### src/rtl/cfg_loader_defines.svh
// constants for the power-up configuration loader: table, timing, bus timing
// assumes the loader runs from a single 25 MHz controller clock
//
// Behaviour
// - after power-up the loader writes the whole fixed table to all three slaves with no request from anyone.
// - the decoder at slave byte 8a gets twelve bytes from subaddress 00: 64 35 0a f8 ca fe 29 00 77 e0 40 00.
// - the bias device at slave byte 40 gets eight bytes from subaddress 00: 26 26 1? 00 00 23 3? 3f.
// - the rgb processor at slave byte 88 gets 2? 13 33 22 34 34 34 20 20 20 at 00-09, then 3f at 0a, 89 at 0c, 10 at 0d.
// - subaddress 0b of the rgb processor is never written, so the sequence jumps from 0a to 0c.
// - sending starts about one second after power-up and the loader halts inactive once done.
`ifndef CFG_LOADER_DEFINES_SVH
`define CFG_LOADER_DEFINES_SVH

`define CLK_HZ 25000000
`define START_DELAY_MS 1000
// cycles before the first start condition
`define START_DELAY_CYC ((`CLK_HZ / 1000) * `START_DELAY_MS)
// quarter period of a 100 kHz serial clock
`define SCL_HZ 100000
`define QTR_CYC (`CLK_HZ / (4 * `SCL_HZ))

// table of bytes; a flag bit marks the first byte of each transaction
// entries in the table, slave bytes and subaddresses included
`define TBL_LEN 41
`define SLV_DEC 8'h8a
`define SLV_BIAS 8'h40
`define SLV_RGB 8'h88
// illegible second digits: taken as zero
`define BIAS_B2 8'h10
`define BIAS_B6 8'h30
`define RGB_B0 8'h20

`endif

### src/rtl/cfg_loader_pkg.sv
// types for the power-up configuration loader
// assumes cfg_loader_defines.svh supplies the numbers
package cfg_loader_pkg;
  typedef enum logic [2:0] {
    ST_WAIT, ST_START, ST_BITS, ST_ACK, ST_STOP, ST_HALT
  } state_t;
  // one table entry: byte plus opening-a-transaction flag
  typedef struct packed {
    logic first;
    logic [7:0] data;
  } entry_t;
  // open-drain pin drive toward the pad
  typedef struct packed {
    logic scl_oe;
    logic sda_oe;
  } pin_drv_t;
endpackage

### src/rtl/cfg_loader.sv
// power-up serial configuration loader: one write master, then halt
// assumes open-drain pads with pull-ups; oe high pulls the line low
`timescale 1ns/1ps
`include "cfg_loader_defines.svh"
module cfg_loader #(
  parameter int unsigned START_DELAY = `START_DELAY_CYC,
  parameter int unsigned QTR = `QTR_CYC
) (
  input wire logic mclk,
  input wire logic rst_b,
  input wire logic scl_i,
  output logic scl_o,
  output logic scl_oe,
  input wire logic sda_i,
  output logic sda_o,
  output logic sda_oe,
  output logic busy,
  output logic done
);
  // table lookup: each run opens with slave byte then subaddress
  function automatic cfg_loader_pkg::entry_t tbl(input logic [5:0] i);
    unique case (i)
      6'd0: tbl = '{1'b1, `SLV_DEC};
      6'd1: tbl = '{1'b0, 8'h00};
      6'd2: tbl = '{1'b0, 8'h64};
      6'd3: tbl = '{1'b0, 8'h35};
      6'd4: tbl = '{1'b0, 8'h0a};
      6'd5: tbl = '{1'b0, 8'hf8};
      6'd6: tbl = '{1'b0, 8'hca};
      6'd7: tbl = '{1'b0, 8'hfe};
      6'd8: tbl = '{1'b0, 8'h29};
      6'd9: tbl = '{1'b0, 8'h00};
      6'd10: tbl = '{1'b0, 8'h77};
      6'd11: tbl = '{1'b0, 8'he0};
      6'd12: tbl = '{1'b0, 8'h40};
      6'd13: tbl = '{1'b0, 8'h00};
      6'd14: tbl = '{1'b1, `SLV_BIAS};
      6'd15: tbl = '{1'b0, 8'h00};
      6'd16: tbl = '{1'b0, 8'h26};
      6'd17: tbl = '{1'b0, 8'h26};
      6'd18: tbl = '{1'b0, `BIAS_B2};
      6'd19: tbl = '{1'b0, 8'h00};
      6'd20: tbl = '{1'b0, 8'h00};
      6'd21: tbl = '{1'b0, 8'h23};
      6'd22: tbl = '{1'b0, `BIAS_B6};
      6'd23: tbl = '{1'b0, 8'h3f};
      6'd24: tbl = '{1'b1, `SLV_RGB};
      6'd25: tbl = '{1'b0, 8'h00};
      6'd26: tbl = '{1'b0, `RGB_B0};
      6'd27: tbl = '{1'b0, 8'h13};
      6'd28: tbl = '{1'b0, 8'h33};
      6'd29: tbl = '{1'b0, 8'h22};
      6'd30: tbl = '{1'b0, 8'h34};
      6'd31: tbl = '{1'b0, 8'h34};
      6'd32: tbl = '{1'b0, 8'h34};
      6'd33: tbl = '{1'b0, 8'h20};
      6'd34: tbl = '{1'b0, 8'h20};
      6'd35: tbl = '{1'b0, 8'h20};
      6'd36: tbl = '{1'b0, 8'h3f};
      // 0b skipped: fresh transaction at 0c
      6'd37: tbl = '{1'b1, `SLV_RGB};
      6'd38: tbl = '{1'b0, 8'h0c};
      6'd39: tbl = '{1'b0, 8'h89};
      6'd40: tbl = '{1'b0, 8'h10};
      default: tbl = '{1'b1, 8'h00};
    endcase
  endfunction

  localparam logic [5:0] LAST = 6'(`TBL_LEN - 1);

  cfg_loader_pkg::state_t st_q;
  logic [31:0] wait_q;
  logic [15:0] tq_q;
  logic [1:0] ph_q;
  logic [2:0] bit_q;
  logic [5:0] idx_q;
  logic [7:0] sh_q;
  logic scl_s1_q, scl_s2_q, sda_s1_q, sda_s2_q;
  logic tick;
  cfg_loader_pkg::entry_t cur_e;
  cfg_loader_pkg::entry_t nxt_e;

  // current and following entry; the lookahead tells where a run ends
  assign cur_e = tbl(idx_q);
  assign nxt_e = tbl(idx_q + 6'd1);

  // pad inputs synchronised; the synchronised values are never read
  always_ff @(posedge mclk or negedge rst_b) begin
    if (!rst_b) begin
      scl_s1_q <= 1'b1;
      scl_s2_q <= 1'b1;
      sda_s1_q <= 1'b1;
      sda_s2_q <= 1'b1;
    end else begin
      scl_s1_q <= scl_i;
      scl_s2_q <= scl_s1_q;
      sda_s1_q <= sda_i;
      sda_s2_q <= sda_s1_q;
    end
  end

  // quarter-bit timebase, free running while active
  assign tick = (tq_q == 16'(QTR - 1));
  always_ff @(posedge mclk or negedge rst_b) begin
    if (!rst_b)
      tq_q <= '0;
    else if (tick || st_q == cfg_loader_pkg::ST_WAIT || st_q == cfg_loader_pkg::ST_HALT)
      tq_q <= '0;
    else
      tq_q <= tq_q + 16'd1;
  end

  // main sequence; no arbitration, the other master stays off the bus
  always_ff @(posedge mclk or negedge rst_b) begin
    if (!rst_b) begin
      st_q <= cfg_loader_pkg::ST_WAIT;
      wait_q <= '0;
      ph_q <= '0;
      bit_q <= '0;
      idx_q <= '0;
      sh_q <= '0;
      scl_oe <= 1'b0;
      sda_oe <= 1'b0;
      busy <= 1'b0;
      done <= 1'b0;
    end else begin
      unique case (st_q)
        cfg_loader_pkg::ST_WAIT: begin
          // power-up delay, then start unprompted
          if (wait_q == START_DELAY - 1) begin
            st_q <= cfg_loader_pkg::ST_START;
            busy <= 1'b1;
            ph_q <= '0;
          end else
            wait_q <= wait_q + 32'd1;
        end
        cfg_loader_pkg::ST_START: if (tick) begin
          // sda falls while scl high, then scl low
          ph_q <= ph_q + 2'd1;
          if (ph_q == 2'd1)
            sda_oe <= 1'b1;
          if (ph_q == 2'd2)
            scl_oe <= 1'b1;
          if (ph_q == 2'd3) begin
            sh_q <= cur_e.data;
            bit_q <= 3'd7;
            st_q <= cfg_loader_pkg::ST_BITS;
          end
        end
        cfg_loader_pkg::ST_BITS: if (tick) begin
          ph_q <= ph_q + 2'd1;
          unique case (ph_q)
            2'd0: sda_oe <= ~sh_q[7];
            2'd1: scl_oe <= 1'b0;
            2'd2: ;
            2'd3: begin
              scl_oe <= 1'b1;
              sh_q <= {sh_q[6:0], 1'b0};
              bit_q <= bit_q - 3'd1;
              if (bit_q == 3'd0)
                st_q <= cfg_loader_pkg::ST_ACK;
            end
          endcase
        end
        cfg_loader_pkg::ST_ACK: if (tick) begin
          // acknowledge clocked but not checked: fixed board, no retry
          ph_q <= ph_q + 2'd1;
          unique case (ph_q)
            2'd0: sda_oe <= 1'b0;
            2'd1: scl_oe <= 1'b0;
            2'd2: ;
            2'd3: begin
              scl_oe <= 1'b1;
              if (idx_q == LAST || nxt_e.first)
                st_q <= cfg_loader_pkg::ST_STOP;
              else begin
                idx_q <= idx_q + 6'd1;
                sh_q <= nxt_e.data;
                bit_q <= 3'd7;
                st_q <= cfg_loader_pkg::ST_BITS;
              end
            end
          endcase
        end
        cfg_loader_pkg::ST_STOP: if (tick) begin
          // sda rises while scl high
          ph_q <= ph_q + 2'd1;
          unique case (ph_q)
            2'd0: sda_oe <= 1'b1;
            2'd1: scl_oe <= 1'b0;
            2'd2: sda_oe <= 1'b0;
            2'd3: begin
              if (idx_q == LAST) begin
                st_q <= cfg_loader_pkg::ST_HALT;
                busy <= 1'b0;
                done <= 1'b1;
              end else begin
                idx_q <= idx_q + 6'd1;
                st_q <= cfg_loader_pkg::ST_START;
              end
            end
          endcase
        end
        cfg_loader_pkg::ST_HALT: begin
          // lines released for good; external master may take over
          scl_oe <= 1'b0;
          sda_oe <= 1'b0;
        end
      endcase
    end
  end

  // open drain: only ever pull low
  always_ff @(posedge mclk or negedge rst_b) begin
    if (!rst_b) begin
      scl_o <= 1'b0;
      sda_o <= 1'b0;
    end else begin
      scl_o <= 1'b0;
      sda_o <= 1'b0;
    end
  end
endmodule

### config.mk
export PLATFORM = sky130hd
export DESIGN_NAME = cfg_loader
export DESIGN_NICKNAME = d
export VERILOG_FILES = /design/src/rtl/cfg_loader_pkg.sv /design/src/rtl/cfg_loader.sv
export VERILOG_INCLUDE_DIRS = /design/src /design/src/rtl
export SDC_FILE = /design/constraint.sdc
export NUM_CORES = 1
export LEC_CHECK = 0
export BUFFER_PORTS_ARGS = -buffer_cell sky130_fd_sc_hd__buf_2
export CAP_MARGIN = 5
export CORE_MARGIN = 5
export CORE_UTILIZATION = 60
export CTS_BUF_LIST = sky130_fd_sc_hd__clkbuf_16
export DETAILED_ROUTE_END_ITERATION = 7
export GPL_TIMING_DRIVEN = 0
export MAX_ROUTING_LAYER = met4
export PLACE_DENSITY = 0.77
export SYNTH_ARGS = -nofsm -noshare
export SYNTH_HDL_FRONTEND = slang
export SYNTH_SLANG_ARGS = --single-unit
### constraint.sdc
create_clock -name mclk -period 6.45 [get_ports mclk]
set_input_delay 0.645 -clock mclk [delete_from_list [all_inputs] [get_ports mclk]]
set_output_delay 0.645 -clock mclk [all_outputs]
set_load 0.02 [all_outputs]
==> results of run 1 <==
## where the power goes
part,internal [uW],switching [uW]
combinational,1.17,9.53
clock,299,199
sequential,464,0
total,765,209
## final timing paths
| check | startpoint | to | slack, ns | cells after the start |
|---|---|---|---|---|
| max | idx_q[0] | sh_q[5] | 2.90 | 10 |
| min | rst_b | tq_q[6] | 0.44 | 1 |
| max reg2reg | idx_q[0] | sh_q[5] | 2.90 | 10 |
| min reg2reg | done | done | 0.46 | 2 |
| max in group asynchronous | rst_b | wait_q[26] | 5.43 | 1 |
| min in group mclk | done | done | 0.46 | 2 |
## stage by stage
| step | util [%] | total power (uW) | setup slack [ns] | cell area, sq um | hold slack, ns |
|---|---|---|---|---|---|
| 3_5_place_dp | 63.2 | 484 | 3.04 | 5140 | 0.449 |
| 5_1_grt | 66.8 | 1000 | 2.72 | 5440 | 0.485 |
| 2_1_floorplan | - | 475 | 3.68 | 4980 | 0.349 |
| 4_1_cts | 66.8 | 979 | 3.03 | 5440 | 0.464 |
| 6_report | 66.8 | 974 | 2.90 | 5440 | 0.438 |
| 3_3_place_gp | 63.2 | 484 | 3.14 | 5140 | 0.451 |
## flip-flops by register name, indices dropped and copies added, names as in the netlist
signal / count
bit_q: 3
done: 1
ph_q: 2
idx_q: 6
st_q: 3
sda_oe: 1
wait_q: 32
sh_q: 8
scl_oe: 1
tq_q: 16
busy: 1
## critical path, stage by stage, from the launching register on
cell and delay [ns]:
dfrtp_1 0.51, clkbuf_1 0.45, inv_1 0.31, ha_1 0.39, clkbuf_1 0.25, o221ai_1 0.29
o221ai_1 0.22, a221oi_1 0.34, a21oi_1 0.08, a211o_1 0.34, mux2_4 0.27
## cells in the final DEF, fill, tap and decap left out, drive strengths merged, types with 4 or more instances in the layout
master and count:
nand3 24, a21oi 28, nor3 20, and2 5, o21ai 33, nand2 46, mux2 13, buf 18
nand4 12, nor4 4, nor2 51, xnor2 34, inv 22, ha 20, nor4b 4, a211oi 7
dfrtp 74, and4 7, a31oi 6, nor3b 4, clkbuf 30, xor2 21, o211ai 7, o221ai 4
nand2b 12, and3 11, or3 6
## routing by layer
metal | track usage (%) | share of wire [%] | vias up
met2 | 38.8 | 48 | 197
li1 | - | - | 2034
met3 | 5.19 | 6.9 | 30
met5 | - | 0 | -
met4 | 6.34 | 1.7 | 0
met1 | 33.8 | 43 | 2108
## cell type report
class                   instances  area [sq um]
plain buffers                  34           155
multi-input cells             430          2900
fillers                       636          2700
clock buffers                   9           225
clock inverters                 7          68.8
inverters                      20          75.1
repair buffers                  5          27.5
flip-flops and latches         74          1850
well taps                     105           131
## cell families (layout without fill, tap and decap cells)
family / after synthesis / after routing
AOI/OAI and AO/OA: 124 / 124
xor gates and xnor gates: 55 / 55
adders and majority gates: 20 / 20
buffers and inverters: 54 / 75
DFF: 74 / 74
muxes: 14 / 14
other: 1 / 2
and+or+nand+nor: 215 / 215
==> flow_summary.yaml, run 1 <==
clock_network:
  ctsResizeCount: 0
  htreeDepth: 3
  clockBufferDepth: 2
  cts.sinks: 74
  clk_latency_ns: 0.33
  cts_root_buf: "clkbuf_16"
  hold_buffers: 0
  cts_made_buffers: 9
  cts_tree: "done"
  postCtsSetupRepairBufs: 0
  cts.reportedPaths.clkPinSlew_ns: 0.06
global_routing:
  grt_pass1_vias: 4083
  overflow: 0
  track_usage_pct: 25.1
  antenna_found_initial: 0
  grt_pass1_wl_um: 20200
  grt_max_degree: 75
die:
  die_h_um: 101
  num_rows: 33
  initial_utilization_pct: 61.2
  io_pins: 10
  dieWidth_um: 101
  core_sq_um: 8130
  dieArea_sq_um: 10200
synthesis:
  syn_area_sq_um: 4980
  synthTopCellsByArea: "dfrtp_1 37%, xnor2_1 5.6%, ha_1 5.0%, nor2_1 3.8%, xor2_1 3.7%"
  ys_ff_latch: 74
  synth-simple-area-share_pct: 22.6
  synth_fa_ha_area_share_pct: 5.03
  synth-compound-area-share_pct: 16.6
  yosysMostFrequentCell: "dfrtp_1"
  async_flop_share_pct: 100
  synth_top_area_share_pct: 37.2
  yosys.area.top_type: "dfrtp_1"
  syn_area_per_cell_sq_um: 8.94
  synth_cells: 557
  post_synth_num_cell_types: 68
  yosys-mux-area-fraction_pct: 3.97
  synth_edf_count: 0
  synth_xor_area_share_pct: 9.97
  yosys-top-cells-count: "74 x dfrtp_1, 50 x nor2_1, 46 x nand2_1"
  ys.warnings.count: 0
  synth_ff_type: "dfrtp_1"
  synth_top_family_by_area: "simple AND/OR/NAND/NOR gates"
  seq_area_frac_synth_pct: 37.2
placement:
  dp_hpwl_um: 8200
  gp_congestion: 1.01
  port_buffers: 5
  placed_cells: 668
sta:
  finalHoldViolations: 0
  slew_headroom_pct: 40.4
  drv_slew: 0
  clock_skew_ns: 0.00854
  fmax_mhz: 281
  setup_violations: 0
  rsz0062_at_grt: "no"
  tightestPinTransition_ns: 0.894
  fin_setup_tns_ns: 0
  finalCritPeriodShare_pct: 55.1
  min_period_ns: 3.55
power_and_ir_drop:
  max-vdd-ir-drop_v: 0.000143
  p_per_area_nw_per_um2: 179
  power_leakage_uw: 0.00228
routing:
  finalWirelength_um: 11900
  drcViolationCount: 0
  wl_per_cell_um: 17.4
  ant_nets: 0
  drt_iter0_drc: 481
  route.vias.total: 4369
  dr.pass1.iters: 6
  viasPerCell: 6.39
finish:
  drive_gt1_share_pct: 9.84
  fin_nets: 598
  fin_cells: 684
  area_growth_pct: 9.17
  diodes: 0
worst_setup_path:
  critPathKind: "flip-flop to flip-flop"
  cp-end-kind: "flip-flop"
  worstPathMaxFanout: 10
  worstPathArrival_ns: 3.77
  start_kind: "flip-flop"
  critical_path_required_ns: 6.66
hold_path:
  hold_path_class: "input port to async pin"
job:
  drv_cap: 0
outcome:
  status: "finished, final reports clean"
(Power assumes the default switching activity.)
==> run 2: changes to the inputs <==
- clock period: 6.45 -> 3.6 ns (I/O delays scaled with it)
==> flow_summary.yaml, run 2 (synthesized netlist as in run 1, its figures left out) <==
outcome:
  status: "finished, final reports clean"
clock_network:
  cts.sinks: 74
  cts.reportedPaths.clkPinSlew_ns: 0.06
  postCtsSetupRepairBufs: 0
  clk_latency_ns: 0.33
  clockBufferDepth: 2
  cts_made_buffers: 9
  cts_root_buf: "clkbuf_16"
  htreeDepth: 3
  hold_buffers: 0
  cts_tree: "done"
routing:
  wl_met1_um: 5050
  drcViolationCount: 0
  dr.pass1.iters: 6
  ant_nets: 0
  viasPerCell: 6.35
  wl_met3_um: 901
  wl_per_cell_um: 17.4
  route.vias.total: 4340
  drt_iter0_drc: 483
  finalWirelength_um: 11900
  route.met2.wl_um: 5730
  top_layer: "met4"
sta:
  finalCritPeriodShare_pct: 95.7
  clock_skew_ns: 0.00858
  fin_setup_tns_ns: 0
  tightestPinTransition_ns: 0.894
  finalHoldViolations: 0
  setup_violations: 0
  drv_slew: 0
  fmax_mhz: 290
  slew_headroom_pct: 40.4
  min_period_ns: 3.45
  rsz0062_at_grt: "no"
finish:
  final_cell_mix: "74 x dfrtp_1, 50 x nor2_1, 46 x nand2_1, 32 x o21ai_0, 32 x xnor2_1"
  final_common_cell: "dfrtp_1"
  area_growth_pct: 9.20
  drive_gt1_share_pct: 10.0
  reg_top3: "wait_q: 32 flops, tq_q: 16 flops, sh_q: 8 flops"
  largest_register_ffs: 32
  regMostFlops: "wait_q"
  fin_nets: 598
  diodes: 0
  fin_util_pct: 66.9
die:
  io_pins: 10
  die_h_um: 101
  dieArea_sq_um: 10200
  dieWidth_um: 101
  core_sq_um: 8130
  num_rows: 33
  initial_utilization_pct: 61.2
power_and_ir_drop:
  p_per_area_nw_per_um2: 321
  power_leakage_uw: 0.00229
  max-vdd-ir-drop_v: 0.000255
placement:
  gp_congestion: 1.01
  dp_hpwl_um: 8200
  port_buffers: 5
worst_setup_path:
  crit_path_top_delay_cell: "nor3_2"
  cp_num_buf_inv: 2
  start_kind: "flip-flop"
  worstPathArrival_ns: 3.66
  cpPeakStageDelay_ns: 0.58
  critPathKind: "flip-flop to flip-flop"
  path_cells: "clkbuf_2 -> inv_1 -> ha_1 -> nor2b_1 -> nor3b_1 -> nor4b_1 -> o2111a_1 -> nor3_2 -> mux2_4"
  critical_path_required_ns: 3.81
  cp_top_family: "simple AND/OR/NAND/NOR gates"
  cp-end-kind: "flip-flop"
  worstPathMaxFanout: 10
global_routing:
  antenna_found_initial: 0
  track_usage_pct: 25.1
  grt_pass1_wl_um: 20200
  grt_pass1_vias: 4083
  grt_max_degree: 75
  overflow: 0
hold_path:
  hold_path_class: "input port to async pin"
job:
  drv_cap: 0
-- run 2: worst paths after layout --
| path | cells after the start | start | slack [ns] | end |
|---|---|---|---|---|
| max in group asynchronous | 1 | rst_b | 2.87 | wait_q[26] |
| worst min-delay path | 1 | rst_b | 0.15 | tq_q[6] |
| worst max register to register | 9 | idx_q[0] | 0.15 | idx_q[1] |
| min in group mclk | 2 | done | 0.46 | done |
| worst min register to register | 2 | done | 0.46 | done |
| worst max-delay path | 9 | idx_q[0] | 0.15 | idx_q[1] |
-- run 2: stage by stage --
stage	instances	cell area [sq um]	hold slack, ns	setup WS, ns	total power (uW)
after global routing	684	5440	0.236	0.00538	1800
after detailed placement	668	5140	0.449	0.188	867
after CTS	684	5440	0.193	0.175	1750
after floorplan	558	4980	0.0644	0.826	851
after global placement	668	5140	0.451	0.287	867
final	684	5440	0.153	0.153	1740
-- run 2: area by class of cell --
cell class                      count  area [sq um]
Sequential cell                    74          1850
Clock buffer                        9           225
Timing Repair Buffer                5          27.5
Clock inverter                      7          68.8
Fill cell                         636          2700
Tap cell                          105           131
Inverter                           20          75.1
Buffer                             34           156
Multi-Input combinational cell    430          2900
-- run 2: where the power goes --
group          switching, uW  internal [uW]  leakage, uW
sequential                 0            832      0.00102
clock                    357            537     0.000147
combinational           17.1           2.09      0.00112
-- run 2: routing by layer --
| metal | global-route usage (%) | vias to the layer above |
|---|---|---|
| li1 | - | 2033 |
| met1 | 33.8 | 2073 |
| met2 | 38.8 | 207 |
| met3 | 5.19 | 27 |
| met4 | 6.34 | 0 |
| met5 | - | - |
-- run 2: repair_timing --
| action | 4_1_cts | 5_1_grt |
|---|---|---|
| resized for setup | 0 | 2 |
| endpoints found under the setup margin | 0 | 6 |
| hold endpoints to repair | 0 | 0 |
==> run 3: changes to the inputs <==
- PLACE_DENSITY: 0.77 -> 0.83
==> flow_summary.yaml, run 3 (synthesized netlist as in run 1, its figures left out) <==
hold_path:
  hold_path_class: "input port to async pin"
finish:
  fin_util_pct: 66.9
  final_cell_mix: "74 x dfrtp_1, 50 x nor2_1, 46 x nand2_1, 32 x o21ai_0, 32 x xnor2_1"
  largest_register_ffs: 32
  final_common_cell: "dfrtp_1"
  fin_nets: 598
  regMostFlops: "wait_q"
  diodes: 0
  area_growth_pct: 9.22
  reg_top3: "wait_q: 32 flops, tq_q: 16 flops, sh_q: 8 flops"
  fillers: 631
  drive_gt1_share_pct: 9.69
die:
  dieWidth_um: 101
  num_rows: 33
  dieArea_sq_um: 10200
  core_sq_um: 8130
  io_pins: 10
  initial_utilization_pct: 61.2
  die_h_um: 101
worst_setup_path:
  worstPathMaxFanout: 10
  path_cells: "clkbuf_1 -> inv_1 -> ha_1 -> clkbuf_1 -> o221ai_1 -> o221ai_1 -> a221oi_1 -> a21oi_1 -> a211o_1 -> mux2_4"
  critPathKind: "flip-flop to flip-flop"
  worstPathArrival_ns: 3.67
  cp-end-kind: "flip-flop"
  critical_path_required_ns: 3.81
  start_kind: "flip-flop"
  crit_path_top_delay_cell: "dfrtp_1"
  rrSetupSlack_ns: 0.14
  cpPeakStageDelay_ns: 0.52
power_and_ir_drop:
  p_per_area_nw_per_um2: 317
  total_power_uw: 1730
  power_leakage_uw: 0.00228
  max-vdd-ir-drop_v: 0.000241
placement:
  place_ws_ns: 0.115
  dp_hpwl_um: 8490
  gp_congestion: 1.02
  port_buffers: 5
clock_network:
  cts_root_buf: "clkbuf_16"
  hold_buffers: 0
  clockBufferDepth: 2
  clk_latency_ns: 0.33
  cts.reportedPaths.clkPinSlew_ns: 0.06
  cts_tree: "done"
  cts_made_buffers: 9
  cts.sinks: 74
  htreeDepth: 3
routing:
  wl_per_cell_um: 17.7
  drt_iter0_drc: 423
  ant_nets: 0
  drcViolationCount: 0
  route.vias.total: 4346
  finalWirelength_um: 12100
  dr.pass1.iters: 5
  viasPerCell: 6.36
sta:
  fmax_mhz: 289
  drv_slew: 0
  fin_setup_tns_ns: 0
  rsz0062_at_grt: "no"
  tightestPinTransition_ns: 0.912
  setup_violations: 0
  min_period_ns: 3.46
  finalCritPeriodShare_pct: 96.1
  finalHoldViolations: 0
  timing.final.ws_setup_ns: 0.140
  clock_skew_ns: 0.00392
  slew_headroom_pct: 39.2
job:
  drv_cap: 0
global_routing:
  grt_max_degree: 75
  overflow: 0
  antenna_found_initial: 0
  grt_pass1_vias: 4194
  track_usage_pct: 25.3
  grt_pass1_wl_um: 20200
outcome:
  status: "finished, final reports clean"
run 3: final timing paths:
path,start,endpoint,cells after the start
setup / recovery,idx_q[0],sh_q[5],10
hold / removal,rst_b,tq_q[12],1
setup reg to reg,idx_q[0],sh_q[5],10
hold reg to reg,done,done,2
max in group asynchronous,rst_b,ph_q[1],1
min in group mclk,done,done,2
run 3: repair_timing:
action                                 in CTS  in global routing
endpoints found under the hold margin       0                  0
buffers inserted                            0                  0
resized for setup                           0                  3
setup endpoints to repair                   0                  6
run 3: layout make-up:
type	instances	area [sq um]	share of cell area, %
sequential	74	1850	34.0
clock buffer	9	225	4.14
timing repair buffer	5	27.5	0.506
inverter	20	75.1	1.38
multi-input combinational	430	2910	53.6
clock inverter	6	58.8	1.08
buffer	34	155	2.85
tap	105	131	2.42
run 3: layer usage:
layer / vias to the layer above / global-route usage, % / wire (um)
li1: 2028 / - / -
met3: 35 / 5.33 / 853
met1: 2111 / 32.6 / 5180
met2: 172 / 40.4 / 5790
met4: 0 / 7.46 / 264
met5: - / - / 0
run 3: worst max-delay path, delay by kind of cell, from the launching register on:
family	cells	cell delay (ns)
flip-flops	1	0.52
AO/OA/AOI/OAI	5	1.20
buffers and inverters	3	0.97
multiplexers	1	0.27
adder cells (fa/ha/maj)	1	0.37
run 3: power breakdown:
| group | leakage (uW) | internal [uW] | total [uW] | switching [uW] |
|---|---|---|---|---|
| clock network | 0.000141 | 529 | 875 | 346 |
| registers | 0.00102 | 832 | 832 | 0 |
| logic | 0.00112 | 2.09 | 19.5 | 17.4 |
run 3: through the flow:
stage / instances / area, sq um / hold WS [ns]
floorplan: 558 / 4980 / 0.0644
global placement: 668 / 5140 / 0.452
detailed placement: 668 / 5140 / 0.448
CTS: 683 / 5430 / 0.204
global route: 683 / 5440 / 0.249
finish: 683 / 5440 / 0.164
